`src/shared/valve_pkg.sv`:
```
// Constants and carrier types of the valve motor supervisor.
// Assumes one 200 MHz clock; positions in 0.1 % steps, 0 to 1000.
package valve_pkg;
	localparam int unsigned CLK_PERIOD_NS = 5;           // System clock period in ns.
	localparam int unsigned TICK_NS       = 500_000_000; // Base timer step, 0.5 s.
	localparam int unsigned TICK_CYC_DEF  = TICK_NS / CLK_PERIOD_NS;
	localparam int unsigned LOSS_MS       = 100;         // A phase silent this long is lost.
	localparam int unsigned LOSS_CYC_DEF  = LOSS_MS * 1_000_000 / CLK_PERIOD_NS;

	localparam int POS_W = 10; // Position and command width.
	localparam int TMR_W = 9;  // Tick counter width, up to 400 ticks (200 s).

	localparam logic [POS_W-1:0] POS_FULL    = 10'h3e8; // Fully open, 100 %.
	localparam logic [POS_W-1:0] EXT_LOW     = 10'h014; // 2 % extreme region edge.
	localparam logic [POS_W-1:0] EXT_HIGH    = 10'h3d4; // 98 % extreme region edge.
	localparam logic [POS_W-1:0] PB_MIN      = 10'h001; // Smallest band, 0.1 %.
	localparam logic [POS_W-1:0] ZONE_MIN    = 10'h005; // Smallest pulsing region, 0.5 %.
	localparam logic [POS_W-1:0] ZONE_MAX    = 10'h3de; // Largest pulsing region, 99 %.
	localparam logic [5:0]       ON_MAX      = 6'h28;   // Longest on-period, 40 half seconds.
	localparam logic [7:0]       OFF_MAX     = 8'hc8;   // Longest off-period, 200 s.
	localparam logic [5:0]       DELAY_MAX   = 6'h3c;   // Longest stop delay, 60 s.
	localparam logic [TMR_W-1:0] DEAD_TICKS  = 9'h002;  // Reversal dead time, 0.5 to 1.0 s.
	localparam logic [TMR_W-1:0] JAM_TICKS   = 9'h004;  // Driven ticks without movement.
	localparam logic [TMR_W-1:0] RECOV_TICKS = 9'h002;  // Length of the reverse recovery run.
	localparam logic [TMR_W-1:0] NEAR_ON     = 9'h001;  // Positioner pulse on near set point.
	localparam logic [TMR_W-1:0] NEAR_OFF    = 9'h001;  // Positioner pulse off near set point.

	typedef enum logic [1:0] {LOSS_OPEN, LOSS_CLOSE, LOSS_STOP, LOSS_PRESET} loss_act_t;

	typedef struct packed {
		logic             pos_en;       // Positioner mode.
		logic [POS_W-1:0] prop_band;    // Proportional band, 0.1 % units.
		logic [POS_W-1:0] dead_band;    // Dead band, 0.1 % units.
		logic             pol_close;    // Full scale command means closed.
		loss_act_t        loss_act;     // Action on lost command.
		logic [POS_W-1:0] preset;       // Preset position for lost command.
		logic [5:0]       stop_delay;   // Seconds after a positioning stop.
		logic             ts_open_en;   // Pulsing when opening.
		logic             ts_close_en;  // Pulsing when closing.
		logic [POS_W-1:0] ts_zone;      // Pulsing region size.
		logic [5:0]       ts_on;        // On-period, half seconds.
		logic [7:0]       ts_off;       // Off-period, seconds.
		logic [7:0]       spd_open;     // Opening speed setting.
		logic [7:0]       spd_close;    // Closing speed setting.
		logic             out_min_open; // Minimum position output means open.
	} cfg_t;

	localparam cfg_t CFG_DEF = '{pos_en: 1'b0, prop_band: 10'h032, dead_band: 10'h014,
		pol_close: 1'b0, loss_act: LOSS_CLOSE, preset: 10'h000, stop_delay: 6'h00,
		ts_open_en: 1'b0, ts_close_en: 1'b0, ts_zone: 10'h3de, ts_on: 6'h01, ts_off: 8'h01,
		spd_open: 8'hff, spd_close: 8'hff, out_min_open: 1'b0};

	typedef struct packed {
		logic phase_rev;  // Supply rotation found reversed.
		logic phase_lost; // A supply phase is missing.
		logic jammed;     // Jam recovery in progress.
		logic jam_fault;  // Recovery failed, motor inhibited.
		logic cmd_lost;   // Analog command lost.
		logic moving;     // Motor output energised.
	} status_t;
endpackage : valve_pkg

```
`src/rtl/valve_supervisor.sv`:
```
// Valve actuator motor supervisor: direction, protection, positioner, pulsing.
// Assumes same-clock valve_pos and command inputs; phase pins are asynchronous.
`timescale 1ns/1ps
module valve_supervisor
	import valve_pkg::*;
#(
	parameter int unsigned TICK_CYC = TICK_CYC_DEF, // Cycles per 0.5 s tick.
	parameter int unsigned LOSS_CYC = LOSS_CYC_DEF  // Cycles before a silent phase is lost.
) (
	input  wire logic             sys_clk,
	input  wire logic             rst_n,
	input  wire logic [2:0]       phase_in,
	input  wire logic [POS_W-1:0] valve_pos,
	input  wire logic [POS_W-1:0] cmd_pos,
	input  wire logic             cmd_valid,
	input  wire logic             open_cmd,
	input  wire logic             close_cmd,
	input  wire logic             stop_cmd,
	input  wire logic             fault_clear,
	input  wire logic             cfg_wr,
	input  wire cfg_t             cfg_in,
	output logic                  mot_open_r,
	output logic                  mot_close_r,
	output logic [7:0]            speed_r,
	output logic [POS_W-1:0]      pos_out_r,
	output logic                  monitor_relay_r,
	output status_t               status_r
);
	typedef enum {ST_IDLE, ST_RUN, ST_DEAD, ST_HOLD, ST_JAM_DEAD, ST_JAM_REV, ST_JAM_DEAD2,
		ST_JAM_FWD, ST_FAULT} state_t;

	state_t           state_r;     // Motor sequencer state.
	logic             dir_r;       // Travel direction, high for opening.
	logic [TMR_W-1:0] tmr_r;       // Ticks spent in the current state.
	logic [2:0]       jam_cnt_r;   // Driven ticks with no movement seen.
	logic [POS_W-1:0] pos_smp_r;   // Position at the last tick.
	logic [1:0]       man_r;       // Manual request: bit1 run, bit0 open.
	logic [31:0]      div_r;       // Tick divider.
	logic             tick;        // One-cycle 0.5 s enable.
	cfg_t             cfg_r;       // Live configuration.
	cfg_t             cfg_nxt;     // Clamped configuration to load.
	logic             ph_rev;      // Supply rotation reversed.
	logic             ph_lost;     // Supply phase missing.
	logic             moved;       // Position changed since the last tick.
	logic [POS_W-1:0] target;      // Positioner target.
	logic             pos_req;     // Positioner wants movement.
	logic             pos_open;    // Positioner direction.
	logic             near_sp;     // Inside the band, pulsing wanted.
	logic [POS_W:0]   err_abs;     // Distance to target.
	logic             req_run;     // Any run request.
	logic             req_open;    // Requested direction.
	logic             in_zone;     // Inside an enabled pulsing region.
	logic             near_ok;     // Positioner pulse gate.
	logic             zone_ok;     // Two-speed pulse gate.
	logic             drive_on;    // Motor energised this cycle.
	logic             running;     // Sequencer in a normal run state.

	// One 0.5 s enable from a free-running divider paces the sequencer and pulse timers.
	always_ff @(posedge sys_clk or negedge rst_n) begin
		if (!rst_n) begin
			div_r <= '0;
		end else if (tick) begin
			div_r <= '0;
		end else begin
			div_r <= div_r + 32'h00000001;
		end
	end
	assign tick = (div_r >= TICK_CYC - 1);

	phase_monitor #(
		.LOSS_CYC (LOSS_CYC)
	) u_phase (
		.sys_clk  (sys_clk),
		.rst_n    (rst_n),
		.phase_in (phase_in),
		.rev_r    (ph_rev),
		.lost_r   (ph_lost)
	);

	// Proportional band, pulsing region, on/off periods, stop delay and preset are clamped to legal ranges as written.
	always_comb begin
		cfg_nxt = cfg_in;
		if (cfg_in.prop_band < PB_MIN) begin
			cfg_nxt.prop_band = PB_MIN;
		end else if (cfg_in.prop_band > POS_FULL) begin
			cfg_nxt.prop_band = POS_FULL;
		end
		if (cfg_in.ts_zone < ZONE_MIN) begin
			cfg_nxt.ts_zone = ZONE_MIN;
		end else if (cfg_in.ts_zone > ZONE_MAX) begin
			cfg_nxt.ts_zone = ZONE_MAX;
		end
		if (cfg_in.ts_on == 6'h00) begin
			cfg_nxt.ts_on = 6'h01;
		end else if (cfg_in.ts_on > ON_MAX) begin
			cfg_nxt.ts_on = ON_MAX;
		end
		if (cfg_in.ts_off == 8'h00) begin
			cfg_nxt.ts_off = 8'h01;
		end else if (cfg_in.ts_off > OFF_MAX) begin
			cfg_nxt.ts_off = OFF_MAX;
		end
		if (cfg_in.stop_delay > DELAY_MAX) begin
			cfg_nxt.stop_delay = DELAY_MAX;
		end
		if (cfg_in.preset > POS_FULL) begin
			cfg_nxt.preset = POS_FULL;
		end
	end

	// Configuration returns to its defaults on reset.
	always_ff @(posedge sys_clk or negedge rst_n) begin
		if (!rst_n) begin
			cfg_r <= CFG_DEF;
		end else if (cfg_wr) begin
			cfg_r <= cfg_nxt;
		end
	end

	// Positioner target: polarity, then lost-command action.
	always_comb begin
		target = cfg_r.pol_close ? POS_FULL - cmd_pos : cmd_pos;
		if (!cmd_valid) begin
			case (cfg_r.loss_act)
				LOSS_OPEN:   target = POS_FULL;
				LOSS_CLOSE:  target = '0;
				LOSS_PRESET: target = cfg_r.preset;
				default:     target = valve_pos;
			endcase
		end
		if (target > POS_FULL) begin
			target = POS_FULL;
		end
		pos_open = target > valve_pos;
		err_abs  = pos_open ? {1'b0, target} - {1'b0, valve_pos} : {1'b0, valve_pos} - {1'b0, target};
		pos_req  = err_abs > {1'b0, cfg_r.dead_band};
		// Extreme targets run straight through without positioner pulsing.
		near_sp  = err_abs < {1'b0, cfg_r.prop_band} && target > EXT_LOW && target < EXT_HIGH;
	end

	// Manual travel latches on open/close; stop or a limit drops it.
	always_ff @(posedge sys_clk or negedge rst_n) begin
		if (!rst_n) begin
			man_r <= 2'h0;
		end else if (stop_cmd) begin
			man_r <= 2'h0;
		end else if (open_cmd) begin
			man_r <= 2'h3;
		end else if (close_cmd) begin
			man_r <= 2'h2;
		end else if (man_r[1] && (man_r[0] ? valve_pos >= POS_FULL : valve_pos == '0)) begin
			man_r <= 2'h0;
		end
	end

	assign req_run  = cfg_r.pos_en ? pos_req : man_r[1];
	assign req_open = cfg_r.pos_en ? pos_open : man_r[0];
	assign running  = (state_r == ST_RUN);

	// The pulsing region counts back from the destination end.
	assign in_zone = dir_r ? (cfg_r.ts_open_en && valve_pos >= POS_FULL - cfg_r.ts_zone)
	                       : (cfg_r.ts_close_en && valve_pos <= cfg_r.ts_zone);

	pulse_timer u_near (
		.sys_clk   (sys_clk),
		.rst_n     (rst_n),
		.tick      (tick),
		.en        (running && cfg_r.pos_en && near_sp),
		.on_ticks  (NEAR_ON),
		.off_ticks (NEAR_OFF),
		.gate_ok   (near_ok)
	);

	pulse_timer u_zone (
		.sys_clk   (sys_clk),
		.rst_n     (rst_n),
		.tick      (tick),
		.en        (running && in_zone),
		.on_ticks  ({3'h0, cfg_r.ts_on}),
		.off_ticks ({cfg_r.ts_off, 1'b0}),
		.gate_ok   (zone_ok)
	);

	// Energised in run states; pulse gates apply to normal running.
	assign drive_on = (running && near_ok && zone_ok) || state_r inside {ST_JAM_REV, ST_JAM_FWD};

	// Movement is judged per tick against the last sample.
	always_ff @(posedge sys_clk or negedge rst_n) begin
		if (!rst_n) begin
			pos_smp_r <= '0;
		end else if (tick) begin
			pos_smp_r <= valve_pos;
		end
	end
	assign moved = tick && (valve_pos != pos_smp_r);

	// Jam counter: energised ticks with no movement.
	always_ff @(posedge sys_clk or negedge rst_n) begin
		if (!rst_n) begin
			jam_cnt_r <= '0;
		end else if (!drive_on || state_r == ST_JAM_REV || moved) begin
			jam_cnt_r <= '0;
		end else if (tick && jam_cnt_r != 3'h7) begin
			jam_cnt_r <= jam_cnt_r + 3'h1;
		end
	end

	// Motor sequencer: starts, reversals, stop delay and jam recovery.
	always_ff @(posedge sys_clk or negedge rst_n) begin
		if (!rst_n) begin
			state_r <= ST_IDLE;
			dir_r   <= 1'b0;
			tmr_r   <= DEAD_TICKS;
		end else begin
			if (tick && tmr_r != '1) begin
				tmr_r <= tmr_r + 9'h001;
			end
			case (state_r)
				ST_IDLE: begin
					// A start against the last direction still waits out the dead time.
					if (req_run && !ph_lost && (req_open == dir_r || tmr_r >= DEAD_TICKS)) begin
						state_r <= ST_RUN;
						dir_r   <= req_open;
						tmr_r   <= '0;
					end
				end
				ST_RUN: begin
					if (ph_lost || !req_run) begin
						state_r <= cfg_r.pos_en ? ST_HOLD : ST_IDLE;
						tmr_r   <= '0;
					end else if (req_open != dir_r) begin
						state_r <= ST_DEAD;
						tmr_r   <= '0;
					end else if ({6'h00, jam_cnt_r} >= JAM_TICKS) begin
						state_r <= ST_JAM_DEAD;
						tmr_r   <= '0;
					end
				end
				ST_DEAD: begin
					// Both outputs stay off; counting two ticks gives 0.5 to 1.0 s.
					if (ph_lost || !req_run) begin
						state_r <= ST_IDLE;
					end else if (tmr_r >= DEAD_TICKS) begin
						state_r <= ST_RUN;
						dir_r   <= req_open;
						tmr_r   <= '0;
					end
				end
				ST_HOLD: begin
					if (tmr_r >= {2'h0, cfg_r.stop_delay, 1'b0}) begin
						state_r <= ST_IDLE;
					end
				end
				ST_JAM_DEAD: begin
					if (tmr_r >= DEAD_TICKS) begin
						state_r <= ST_JAM_REV;
						dir_r   <= ~dir_r;
						tmr_r   <= '0;
					end
				end
				ST_JAM_REV: begin
					if (tmr_r >= RECOV_TICKS) begin
						state_r <= ST_JAM_DEAD2;
						tmr_r   <= '0;
					end
				end
				ST_JAM_DEAD2: begin
					if (tmr_r >= DEAD_TICKS) begin
						state_r <= ST_JAM_FWD;
						dir_r   <= ~dir_r;
						tmr_r   <= '0;
					end
				end
				ST_JAM_FWD: begin
					// Freed if the valve moves; still stuck after the jam time means give up.
					if (moved) begin
						state_r <= ST_RUN;
						tmr_r   <= '0;
					end else if ({6'h00, jam_cnt_r} >= JAM_TICKS) begin
						state_r <= ST_FAULT;
					end
				end
				ST_FAULT: begin
					// Only an explicit clear after repair lets the motor run again.
					if (fault_clear) begin
						state_r <= ST_IDLE;
						tmr_r   <= '0;
					end
				end
				default: begin
					state_r <= ST_IDLE;
				end
			endcase
			// A lost phase abandons any recovery step at once.
			if (ph_lost && state_r inside {ST_JAM_DEAD, ST_JAM_REV, ST_JAM_DEAD2, ST_JAM_FWD}) begin
				state_r <= ST_IDLE;
			end
		end
	end

	// Direction outputs, swapped on reversed supply rotation.
	always_ff @(posedge sys_clk or negedge rst_n) begin
		if (!rst_n) begin
			mot_open_r  <= 1'b0;
			mot_close_r <= 1'b0;
		end else begin
			mot_open_r  <= drive_on && !ph_lost && (dir_r ^ ph_rev);
			mot_close_r <= drive_on && !ph_lost && !(dir_r ^ ph_rev);
		end
	end

	// Speed setting follows the travel direction.
	always_ff @(posedge sys_clk or negedge rst_n) begin
		if (!rst_n) begin
			speed_r <= '0;
		end else begin
			speed_r <= dir_r ? cfg_r.spd_open : cfg_r.spd_close;
		end
	end

	// Position output may be flipped so its minimum means open.
	always_ff @(posedge sys_clk or negedge rst_n) begin
		if (!rst_n) begin
			pos_out_r <= '0;
		end else begin
			pos_out_r <= cfg_r.out_min_open ? POS_FULL - valve_pos : valve_pos;
		end
	end

	// Status and alarm relay; the relay is held energised only while healthy.
	always_ff @(posedge sys_clk or negedge rst_n) begin
		if (!rst_n) begin
			status_r        <= '0;
			monitor_relay_r <= 1'b0;
		end else begin
			status_r.phase_rev  <= ph_rev;
			status_r.phase_lost <= ph_lost;
			status_r.jammed     <= state_r inside {ST_JAM_DEAD, ST_JAM_REV, ST_JAM_DEAD2, ST_JAM_FWD};
			status_r.jam_fault  <= state_r == ST_FAULT;
			status_r.cmd_lost   <= cfg_r.pos_en && !cmd_valid;
			status_r.moving     <= drive_on;
			monitor_relay_r     <= !(ph_lost || state_r == ST_FAULT);
		end
	end
endmodule : valve_supervisor

```
`src/rtl/pulse_timer.sv`:
```
// On/off gate paced by the 0.5 s tick, opening with an on-period.
// Assumes tick is a one-cycle enable in the sys_clk domain.
`timescale 1ns/1ps
module pulse_timer
	import valve_pkg::*;
(
	input  wire logic             sys_clk,
	input  wire logic             rst_n,
	input  wire logic             tick,
	input  wire logic             en,
	input  wire logic [TMR_W-1:0] on_ticks,
	input  wire logic [TMR_W-1:0] off_ticks,
	output logic                  gate_ok
);
	logic             off_r; // High during the off-period.
	logic [TMR_W-1:0] cnt_r; // Ticks spent in the current period.

	// Restart with an on-period whenever pulsing is not wanted.
	always_ff @(posedge sys_clk or negedge rst_n) begin
		if (!rst_n) begin
			off_r <= 1'b0;
			cnt_r <= '0;
		end else if (!en) begin
			off_r <= 1'b0;
			cnt_r <= '0;
		end else if (tick) begin
			if ((cnt_r + 9'h001) >= (off_r ? off_ticks : on_ticks)) begin
				off_r <= ~off_r;
				cnt_r <= '0;
			end else begin
				cnt_r <= cnt_r + 9'h001;
			end
		end
	end

	// A disabled timer never holds the motor back.
	assign gate_ok = !en || !off_r;
endmodule : pulse_timer

```
`src/rtl/phase_monitor.sv`:
```
// Supply phase watcher: rotation order and missing-phase detection.
// Assumes three square-wave phase detector pins, asynchronous to sys_clk.
`timescale 1ns/1ps
module phase_monitor
	import valve_pkg::*;
#(
	parameter int unsigned LOSS_CYC = LOSS_CYC_DEF
) (
	input  wire logic       sys_clk,
	input  wire logic       rst_n,
	input  wire logic [2:0] phase_in,
	output logic            rev_r,
	output logic            lost_r
);
	logic [2:0]  s1_r;     // First synchroniser stage.
	logic [2:0]  s2_r;     // Second synchroniser stage.
	logic [2:0]  s3_r;     // Previous value for edge finding.
	logic [24:0] wd_r [3]; // Cycles since each phase last changed.

	// Two flops before any logic looks at the pins.
	always_ff @(posedge sys_clk or negedge rst_n) begin
		if (!rst_n) begin
			s1_r <= '0;
			s2_r <= '0;
			s3_r <= '0;
		end else begin
			s1_r <= phase_in;
			s2_r <= s1_r;
			s3_r <= s2_r;
		end
	end

	// At a rising edge of the first phase the second is low in normal order.
	always_ff @(posedge sys_clk or negedge rst_n) begin
		if (!rst_n) begin
			rev_r <= 1'b0;
		end else if (s2_r[0] && !s3_r[0]) begin
			rev_r <= s2_r[1];
		end
	end

	// Each phase must keep toggling; a silent one counts as lost.
	always_ff @(posedge sys_clk or negedge rst_n) begin
		if (!rst_n) begin
			wd_r   <= '{default: '0};
			lost_r <= 1'b0;
		end else begin
			lost_r <= 1'b0;
			for (int i = 0; i < 3; i++) begin
				if (s2_r[i] != s3_r[i]) begin
					wd_r[i] <= '0;
				end else if (wd_r[i] >= 25'(LOSS_CYC)) begin
					lost_r <= 1'b1;
				end else begin
					wd_r[i] <= wd_r[i] + 25'h0000001;
				end
			end
		end
	end
endmodule : phase_monitor

```
`config.mk`:
```
export PLATFORM = sky130hd
export DESIGN_NAME = valve_supervisor
export DESIGN_NICKNAME = d
export VERILOG_FILES = /design/src/shared/valve_pkg.sv /design/src/rtl/valve_supervisor.sv /design/src/rtl/pulse_timer.sv /design/src/rtl/phase_monitor.sv
export SDC_FILE = /design/constraint.sdc
export NUM_CORES = 1
export LEC_CHECK = 0
export ABC_CLOCK_PERIOD_IN_PS = 8800
export BUFFER_PORTS_ARGS = -buffer_cell sky130_fd_sc_hd__buf_2
export CAP_MARGIN = 20
export CORE_UTILIZATION = 42
export DETAILED_ROUTE_END_ITERATION = 12
export SYNTH_ARGS = -nofsm -noshare
export SYNTH_HDL_FRONTEND = slang
export SYNTH_SLANG_ARGS = --single-unit
```
`constraint.sdc`:
```
create_clock -name sys_clk -period 8.8 [get_ports sys_clk]
set_input_delay 1.76 -clock sys_clk [delete_from_list [all_inputs] [get_ports sys_clk]]
set_output_delay 1.76 -clock sys_clk [all_outputs]
set_load 0.1 [all_outputs]
```
# [Yosys cells after proc, flatten, opt, wreduce, memory -nomap -nowiden]
# Index checks and enable logic that the tools add are counted.
[totals] ff_bits=305 input_bits=114 output_inout_bits=27 wordCells=269
[op_classes] n_addsub=13 magnitude_cmp=26 eq_ne=41 muxes=84 bitwise=4 reduce_logical=56
[op_table] op="32-bit two-way mux" n=15
[op_table] op="32-bit case mux with 9 select lines" n=1
[op_table] op="25-bit two-way mux" n=6
[op_table] op="9-bit two-way mux" n=16
[op_table] op="32-bit by 3-bit equality test with 1-bit output (second input constant)" n=4
[op_table] op="32-bit by 2-bit equality test with 1-bit output (second input constant)" n=3
[op_table] op="10-bit two-way mux" n=9
[op_table] op="25-bit by 1-bit adder with 25-bit output (second input constant)" n=3
[op_table] op="25-bit >= comparator (second input constant)" n=3
[op_table] op="32-bit by 4-bit equality test with 1-bit output (second input constant)" n=2
[op_table] op="9-bit case mux with 6 select lines" n=1
[op_table] op="10-bit > comparator (second input constant)" n=4
[op_table] op="32-bit by 1-bit adder with 32-bit output (second input constant)" n=1
[op_table] op="32-bit by 1-bit equality test with 1-bit output (second input constant)" n=1
[op_table] op="32-bit by 5-bit equality test with 1-bit output (second input constant)" n=1
[op_table] op="32-bit by 27-bit >= comparator with 1-bit output (second input constant)" n=1
[op_table] op="32-bit zero test" n=1
[op_table] op="10-bit case mux with 3 select lines" n=1
[op_table] op="10-bit subtractor (first input constant)" n=3
[op_table] op="9-bit by 1-bit adder with 9-bit output (second input constant)" n=3
[op_table] op="8-bit two-way mux" n=3
[op_table] op="10-bit by 10-bit subtractor with 11-bit output" n=2
[op_table] op="1-bit logical AND" n=21
[op_table] op="1-bit two-way mux" n=20
[op_table] op="other kinds (52)" n=99

# [Longest topological paths before layout]
# Gate-level depths: netlist (run 1).
[logic_depth] ltp_word=20 ltp_mapped=32

# [Hierarchy]
# Synthesis (run 1) repeated with hierarchy kept, for this count alone.
[unflattened] hier_cells=1741 area_unflattened_um2=16703.5
[modules_own_cells] mod="valve_supervisor" n_inst=1 cells_per_inst=1082 area_each_um2=10493.8 seq_area_each_um2=4320.4
[modules_own_cells] mod="phase_monitor" n_inst=1 cells_per_inst=445 area_each_um2=4383.0 seq_area_each_um2=2152.1
[modules_own_cells] mod="pulse_timer" n_inst=2 cells_per_inst=107 area_each_um2=913.4 seq_area_each_um2=250.2

# [Worst setup path before layout (run 1)]
# OpenSTA, ideal clock, no wires.
[synth_timing] kind="input to register" from="input cmd_pos[1]" to="register state_r[2]" t_arrival_ns=8.233 slack_ns=0.442 path_stages=30 cell_sequence="or4_4 > a21oi_1 > mux2_1 > o311a_4 > and2_2 > nand2_1 > a21o_1 > nand2_1 > inv_1 > ha_1 > nor2b_1 > o21bai_1 > a211oi_1 > a311oi_2 > a21boi_0 > nor2_1 > mux2i_1 > a21oi_1 > o221a_2 > and4b_1 > a2111oi_0 > ha_1 > nand4_1 > o32ai_1 > a21o_2 > a41o_1 > o41a_1 > a31oi_4 > nor2_2 > mux2_4"
[synth_via] elab_chain_cells=14 elab_cells_between_ends=28 cone_classes="add/sub: 3; order compare: 3; eq/ne: 5; mux: 11; reduce/logical: 6"
[synth_rtl] element="from (decl)" line="valve_supervisor.sv:14" source="input wire logic [POS_W-1:0] cmd_pos,"
[synth_rtl] element="10-bit subtractor" line="valve_supervisor.sv:122" source="target = cfg_r.pol_close ? POS_FULL - cmd_pos : cmd_pos;"
[synth_rtl] element="10-bit two-way mux *" line="valve_supervisor.sv:122"
[synth_rtl] element="10-bit two-way mux *" line="valve_supervisor.sv:123" source="if (!cmd_valid) begin"
[synth_rtl] element="10-bit > comparator" line="valve_supervisor.sv:131" source="if (target > POS_FULL) begin"
[synth_rtl] element="10-bit two-way mux *" line="valve_supervisor.sv:131"
[synth_rtl] element="10-bit by 10-bit subtractor with 11-bit output / 10-bit > comparator (equally long branches)" line="valve_supervisor.sv:135, valve_supervisor.sv:134"
[synth_rtl] element="11-bit two-way mux" line="valve_supervisor.sv:135" source="err_abs = pos_open ? {1'b0, target} - {1'b0, valve_pos} : {1'b0, valve_pos} - {1'b0, target};"
[synth_rtl] element="11-bit by 10-bit > comparator with 1-bit output" line="valve_supervisor.sv:136" source="pos_req = err_abs > {1'b0, cfg_r.dead_band};"
[synth_rtl] element="1-bit two-way mux" line="valve_supervisor.sv:156" source="assign req_run = cfg_r.pos_en ? pos_req : man_r[1];"
[synth_rtl] element="1-bit zero test" line="valve_supervisor.sv:228, valve_supervisor.sv:241"
[synth_rtl] element="1-bit logical OR" line="valve_supervisor.sv:228, valve_supervisor.sv:241"
[synth_rtl] element="32-bit two-way mux, on equally long branches" line="valve_supervisor.sv:241, valve_supervisor.sv:228"
[synth_rtl] element="32-bit case mux with 9 select lines" line="valve_supervisor.sv:218" source="case (state_r)"
[synth_rtl] element="32-bit two-way mux" line="valve_supervisor.sv:295" source="if (ph_lost && state_r inside {ST_JAM_DEAD, ST_JAM_REV, ST_JAM_DEAD2, ST_JAM_FWD}) begin"
[synth_rtl] element="to (signal assigned)" line="valve_supervisor.sv:229" source="state_r <= cfg_r.pos_en ? ST_HOLD : ST_IDLE;"
[synth_rtl] element="to (decl)" line="valve_supervisor.sv:32" source="state_t state_r;"
# Every way passes the cells marked *; elsewhere a longest branch is shown, timed or not.
# A chain may end at the register's enable or synchronous reset.

# [Final worst setup path (run 1)]
# Same ends and word-level chain as after synthesis.

==> results of run 1 <==
[worst reg2reg max path, delay by kind of cell (launching register included)]
family	cells	cell delay, ns
flip-flops	1	0.75
multiplexers	2	0.57
AO/OA/AOI/OAI	16	3.89
buffers and inverters	2	0.27
AND/OR/NAND/NOR	9	1.20
adder cells (fa/ha/maj)	2	0.66
[through the flow]
step,power [mW],instance area (µm²)
2_1_floorplan,2.269,15970
3_3_place_gp,2.537,17240
3_5_place_dp,2.550,17240
4_1_cts,4.103,18460
5_1_grt,4.271,18460
6_report,4.044,18460
[kinds of logic (layout without fill, tap and decap cells)]
family | count (synthesis) | in the layout | synth area share (%)
fa+ha+maj | 93 | 93 | 7.389
xor+xnor | 141 | 141 | 7.742
flops | 277 | 277 | 43.72
mux | 76 | 76 | 5.232
buf+inv | 167 | 337 | 4.299
simple gates | 604 | 604 | 18.58
other cells | 1 | 5 | 0.02351
compound gates | 317 | 317 | 13.01
[per-layer routing]
metal | routed length (µm) | up-vias
met2 | 17750 | 254
li1 | - | 6131
met4 | 1049 | 2
met5 | 13 | -
met1 | 17540 | 6024
met3 | 1730 | 69
[Yosys cell counts, types with 16 or more instances]
cell | number | share of area [%]
a21o_1 | 20 | 0.94
a21oi_1 | 70 | 2.2
and2_1 | 28 | 1.1
and3_1 | 30 | 1.2
clkbuf_1 | 36 | 0.85
dfrtp_1 | 244 | 38
dfstp_2 | 33 | 5.4
ha_1 | 91 | 7.1
inv_1 | 114 | 2.7
mux2_2 | 54 | 3.8
mux2i_1 | 20 | 1.3
nand2_1 | 161 | 3.8
nand3_1 | 67 | 2.1
nand4_1 | 31 | 1.2
nor2_1 | 150 | 3.5
nor2b_1 | 23 | 0.90
nor3_1 | 23 | 0.72
nor4_1 | 18 | 0.71
o21ai_0 | 88 | 2.8
o22ai_1 | 20 | 0.78
or3_1 | 16 | 0.63
xnor2_1 | 74 | 4.1
xor2_1 | 67 | 3.7
[state kept, by name, summed over array words and instances, names as in the netlist, 4 cells and up]
name,count
cfg_r,83
div_r,32
pos_out_r,10
pos_smp_r,10
speed_r,8
state_r,4
status_r,6
tmr_r,9
u_near.cnt_r,9
u_phase.wd_r,75
u_zone.cnt_r,9
[power groups by stage]
stage	combinational [mW]	clock (mW)	sequential, mW
2_1_floorplan	0.638	0	1.63
3_3_place_gp	1.04	0	1.49
3_5_place_dp	1.06	0	1.49
4_1_cts	1.06	1.57	1.47
5_1_grt	1.17	1.62	1.49
6_report	1.05	1.52	1.47
[how the worst max path moves through the flow]
stage	slack, ns	end	from
after global placement	0.12	state_r[2]	cmd_pos[0]
after CTS	0.51	state_r[2]	cmd_pos[1]
after global routing	0.09	state_r[2]	cmd_pos[0]
after detailed placement	-0.04	state_r[2]	cmd_pos[1]
final	0.57	state_r[2]	cmd_pos[1]
after floorplan	0.44	state_r[2]	cmd_pos[1]
[cell type report]
type,count,area (µm²),area share [%]
Multi-Input combinational cell,1236,8327,45.11
Sequential cell,277,6973,37.77
Clock buffer,46,987.2,5.348
Timing Repair Buffer,159,868.3,4.704
Tap cell,511,639.4,3.463
Inverter,115,431.7,2.338
Clock inverter,17,234.0,1.267
[timing repair]
item,in CTS,in global routing
setup endpoints to repair,0,1
hold buffers,0,0
gates resized for setup,0,1
==> results_dict.tcl, run 1 <==
set metrics [dict create \
    clockPowerShare_pct 37.5 \
    cts_max_path_buffers 3 \
    dieArea_um2 38760 \
    min_path_type "reg -> reg" \
    reg2reg_from "cfg_r[59]" \
    dr.pass1.iters 5 \
    n_fill_cell 3569 \
    grt_pass1_wl_um 62510 \
    power_switching_share_pct 33.17 \
    drt-initial-drc-count 685 \
    hold_slack_ns 0.3471 \
    area_growth_pct 15.74 \
    core_um2 37490 \
    grt.busiest_layer "met2" \
    layout-drive-gt1-share_pct 18.32 \
    rrSetupSlack_ns 1.33 \
    hold_depth 0 \
    async_reset_ff_share_pct 100.0 \
    fin_skew_ns 0.02218 \
    cp_num_cells 32 \
    grt_pass1_vias 12340 \
    worst_setup_hold_path_clk_slew_ns 0.06 \
    combPwrFrac_pct 26.1 \
    worst_slew_pin_slew_ns 1.093 \
    final_cells 2361 \
    cp-end-kind "register" \
    cp-start-kind "primary input" \
    syn_avg_cell_area_um2 9.517 \
    vias 12480 \
    met3_usage_pct 3.439 \
    cts_root_buf "clkbuf_16" \
    grt-ovfl-total 0 \
    power.leakage_nw 8.427 \
    fin_crit_ns 8.231 \
    syn_area_um2 15950 \
    max_slew_margin_pct 27.17 \
    h-tree-depth 2 \
    slowest_stage "or4_4" \
    insertedDiodeCount 0 \
    yosysWarnings 0 \
    setup_slack_ns 0.5691 \
    die_w_um 196.9 \
    fin_util_pct 49.24 \
    synth_cells 1676 \
    numCtsBuffers 35 \
    ios 141 \
    ir_drop_v 0.0001937 \
    status "finished, final reports clean" \
    required_ns 9.22 \
    initial_core_util_pct 42.55 \
    layout_common_cells "244 x dfrtp_1, 161 x nand2_1, 150 x nor2_1" \
    yosys_register_bits 277 \
    setup_viol 0 \
    grt_use_total_pct 20.08 \
    yosysSeqAreaShare_pct 43.72 \
    tritoncts "yes" \
    detail-route-antenna-nets 0 \
    cp_top_family "compound AO/OA/AOI/OAI gates" \
    internal-power_mw 2.702 \
    placedCellCount 2298 \
    layout_commonest_cell "dfrtp_1" \
    place_ws_ns -0.03722 \
    grt_use_met2_pct 32.54 \
    drv_slew 0 \
    row_count 71 \
    die_y_um 196.9 \
    path_max_fanout 9 \
    fmax_mhz 121.5 \
    dp_hpwl_um 27250 \
    synth_cell_types 91 \
    drc 0 \
    reg2reg_to "state_r[2]" \
    nNetsFinal 2031 \
    arrival_ns 8.65 \
    grt_util_met1_pct 26.95 \
    hold_violations 0 \
    cp.buffers_inverters 3 \
    drv_cap 0 \
    synth_edf_count 0 \
    worstHoldEndpoint "u_phase.s2_r[2]" \
    rsz0062_at_grt "no" \
    wirelength_um 38080 \
    post_cts_buffers 0 \
    grt_max_degree 189 \
    ys.flop_type "dfrtp_1" \
    hp-start "u_phase.s1_r[2]" \
    clk_latency_ns 0.55 \
    power.switching_mw 1.341 \
    place_congestion 0.9118 \
    antenna_found_initial 2 \
    port_buffers 140 \
    setup.worst_path.class "in -> reg" \
    cts_sinks 277 \
    max_stage_delay_ns 0.56 \
    fin_tns_setup_ns 0 \
    reg2reg_depth 31 \
    routed_via_density 5.286 \
    period_share_pct 93.53 \
    power_density_nw_per_um2 219.0 \
    drt-wirelength-per-cell_um 16.13 \
    power_frac_seq_pct 36.4 \
]
Power figures use the tool's default switching activity.
==> run 2: changes to the inputs <==
CORE_ASPECT_RATIO = 2   (was unset)
==> run 2 against run 1 <==
Effect of this change:
- critical path depth unchanged
- final cell count decreased by 1.9%
- routed wire length rose by 17%
- sequential power about the same
- maximum frequency down 0.32%
- die area rose by 0.12%
- first-iteration DRC count shrank 19%
- register-to-register slack got worse by 0.13 ns
==> results_dict.tcl, run 2 (synthesis results as in run 1) <==
set metrics [dict create \
    setup_slack_ns 0.5423 \
    cts_sinks 277 \
    ios 141 \
    hold_slack_ns 0.3483 \
    dieArea_um2 38810 \
    grt_use_total_pct 23.46 \
    cts_max_path_buffers 3 \
    hold_violations 0 \
    cts_root_buf "clkbuf_16" \
    arrival_ns 8.71 \
    dp_hpwl_um 32890 \
    cp_top_family "compound AO/OA/AOI/OAI gates" \
    clk_latency_ns 0.56 \
    nNetsFinal 2036 \
    max_slew_margin_pct 27.42 \
    grt_max_degree 168 \
    required_ns 9.25 \
    vias 12770 \
    port_buffers 140 \
    numCtsBuffers 28 \
    top_regs "cfg_r (83), u_phase.wd_r (75), div_r (32)" \
    path_max_fanout 7 \
    setup.worst_path.class "in -> reg" \
    drv_cap 0 \
    tritoncts "yes" \
    grt_pass1_vias 13230 \
    place_ws_ns -0.2110 \
    cp-start-kind "primary input" \
    cp-end-kind "register" \
    die_w_um 139.8 \
    grt_pass1_wl_um 70670 \
    layout_common_cells "244 x dfrtp_1, 161 x nand2_1, 149 x nor2_1" \
    fin_crit_ns 8.258 \
    placedCellCount 2258 \
    period_share_pct 93.84 \
    ir_drop_v 0.0001495 \
    place_congestion 0.9547 \
    power.switching_mw 1.347 \
    die_y_um 277.6 \
    power_switching_share_pct 33.89 \
    grt-ovfl-total 0 \
    wirelength_um 44380 \
    combPwrFrac_pct 28.4 \
    power_density_nw_per_um2 216.7 \
    final_cells 2315 \
    initial_core_util_pct 42.78 \
    status "finished, final reports clean" \
    fin_skew_ns 0.01210 \
    drc 0 \
    largest_reg_flops 83 \
    detail-route-antenna-nets 0 \
    dr.pass1.iters 5 \
    h-tree-depth 1 \
    drt-initial-drc-count 557 \
    row_count 100 \
    max_stage_delay_ns 0.55 \
    power_frac_seq_pct 36.9 \
    largest_register "cfg_r" \
    core_um2 37290 \
    p_total_mw 3.975 \
    fin_util_pct 49.20 \
    worst_slew_pin_slew_ns 1.089 \
    cp.buffers_inverters 3 \
    worst_setup_hold_path_clk_slew_ns 0.07 \
    min_path_type "reg -> reg" \
    power.leakage_nw 8.392 \
    fmax_mhz 121.1 \
    area_growth_pct 15.01 \
    internal-power_mw 2.628 \
    drv_slew 0 \
    layout_commonest_cell "dfrtp_1" \
    layout-drive-gt1-share_pct 18.31 \
    setup_viol 0 \
    drt-wirelength-per-cell_um 19.17 \
    hold_buffers 0 \
    routed_via_density 5.516 \
    clockPowerShare_pct 34.7 \
    rsz0062_at_grt "no" \
    slowest_stage "or4_4" \
    antenna_found_initial 7 \
]
-- run 2: worst paths after layout --
check	startpoint	to	slack, ns	depth (start not counted)
max in group asynchronous	rst_n	speed_r[1]	6.04	2
worst max-delay path	cmd_pos[1]	state_r[2]	0.54	32
worst max register to register	cfg_r[59]	state_r[2]	1.20	31
min in group asynchronous	rst_n	u_phase.wd_r[32]	1.28	1
worst min-delay path	u_phase.s1_r[0]	u_phase.s2_r[0]	0.35	0
worst min register to register	u_phase.s1_r[0]	u_phase.s2_r[0]	0.35	0
-- run 2: repair_timing --
| item | CTS | global route |
|---|---|---|
| buffers inserted | 0 | 0 |
| resized for setup | 0 | 1 |
| setup endpoints to repair | 0 | 1 |
| endpoints found under the hold margin | 0 | 0 |
-- run 2: through the flow --
stage	TNS [ns]	cell area [µm²]
after floorplan	0	15970
after global placement	-0.03006	17260
after detailed placement	-0.4721	17260
after CTS	0	18330
after global routing	0	18340
final	0	18340
-- run 2: area by class of cell --
cell class	count	area [µm²]
Multi-Input combinational cell	1236	8328
Inverter	115	431.7
Sequential cell	277	6973
Antenna cell	5	12.51
Clock inverter	15	290.3
Tap cell	459	574.3
Timing Repair Buffer	171	958.4
Fill cell	3524	18940
Clock buffer	37	775.7
-- run 2: routing by layer --
metal  wire length [µm]  track usage, %
met1              15000           22.45
met2              24480           45.26
met3               1850           3.625
met4               3029           15.64
met5                 13               0
-- run 2: power by group through the flow --
stage | Clock [mW] | Sequential, mW | Combinational, mW
after floorplan | 0 | 1.63 | 0.638
after global placement | 0 | 1.49 | 1.10
after detailed placement | 0 | 1.49 | 1.12
after CTS | 1.42 | 1.47 | 1.13
after global routing | 1.47 | 1.48 | 1.24
final | 1.38 | 1.47 | 1.13
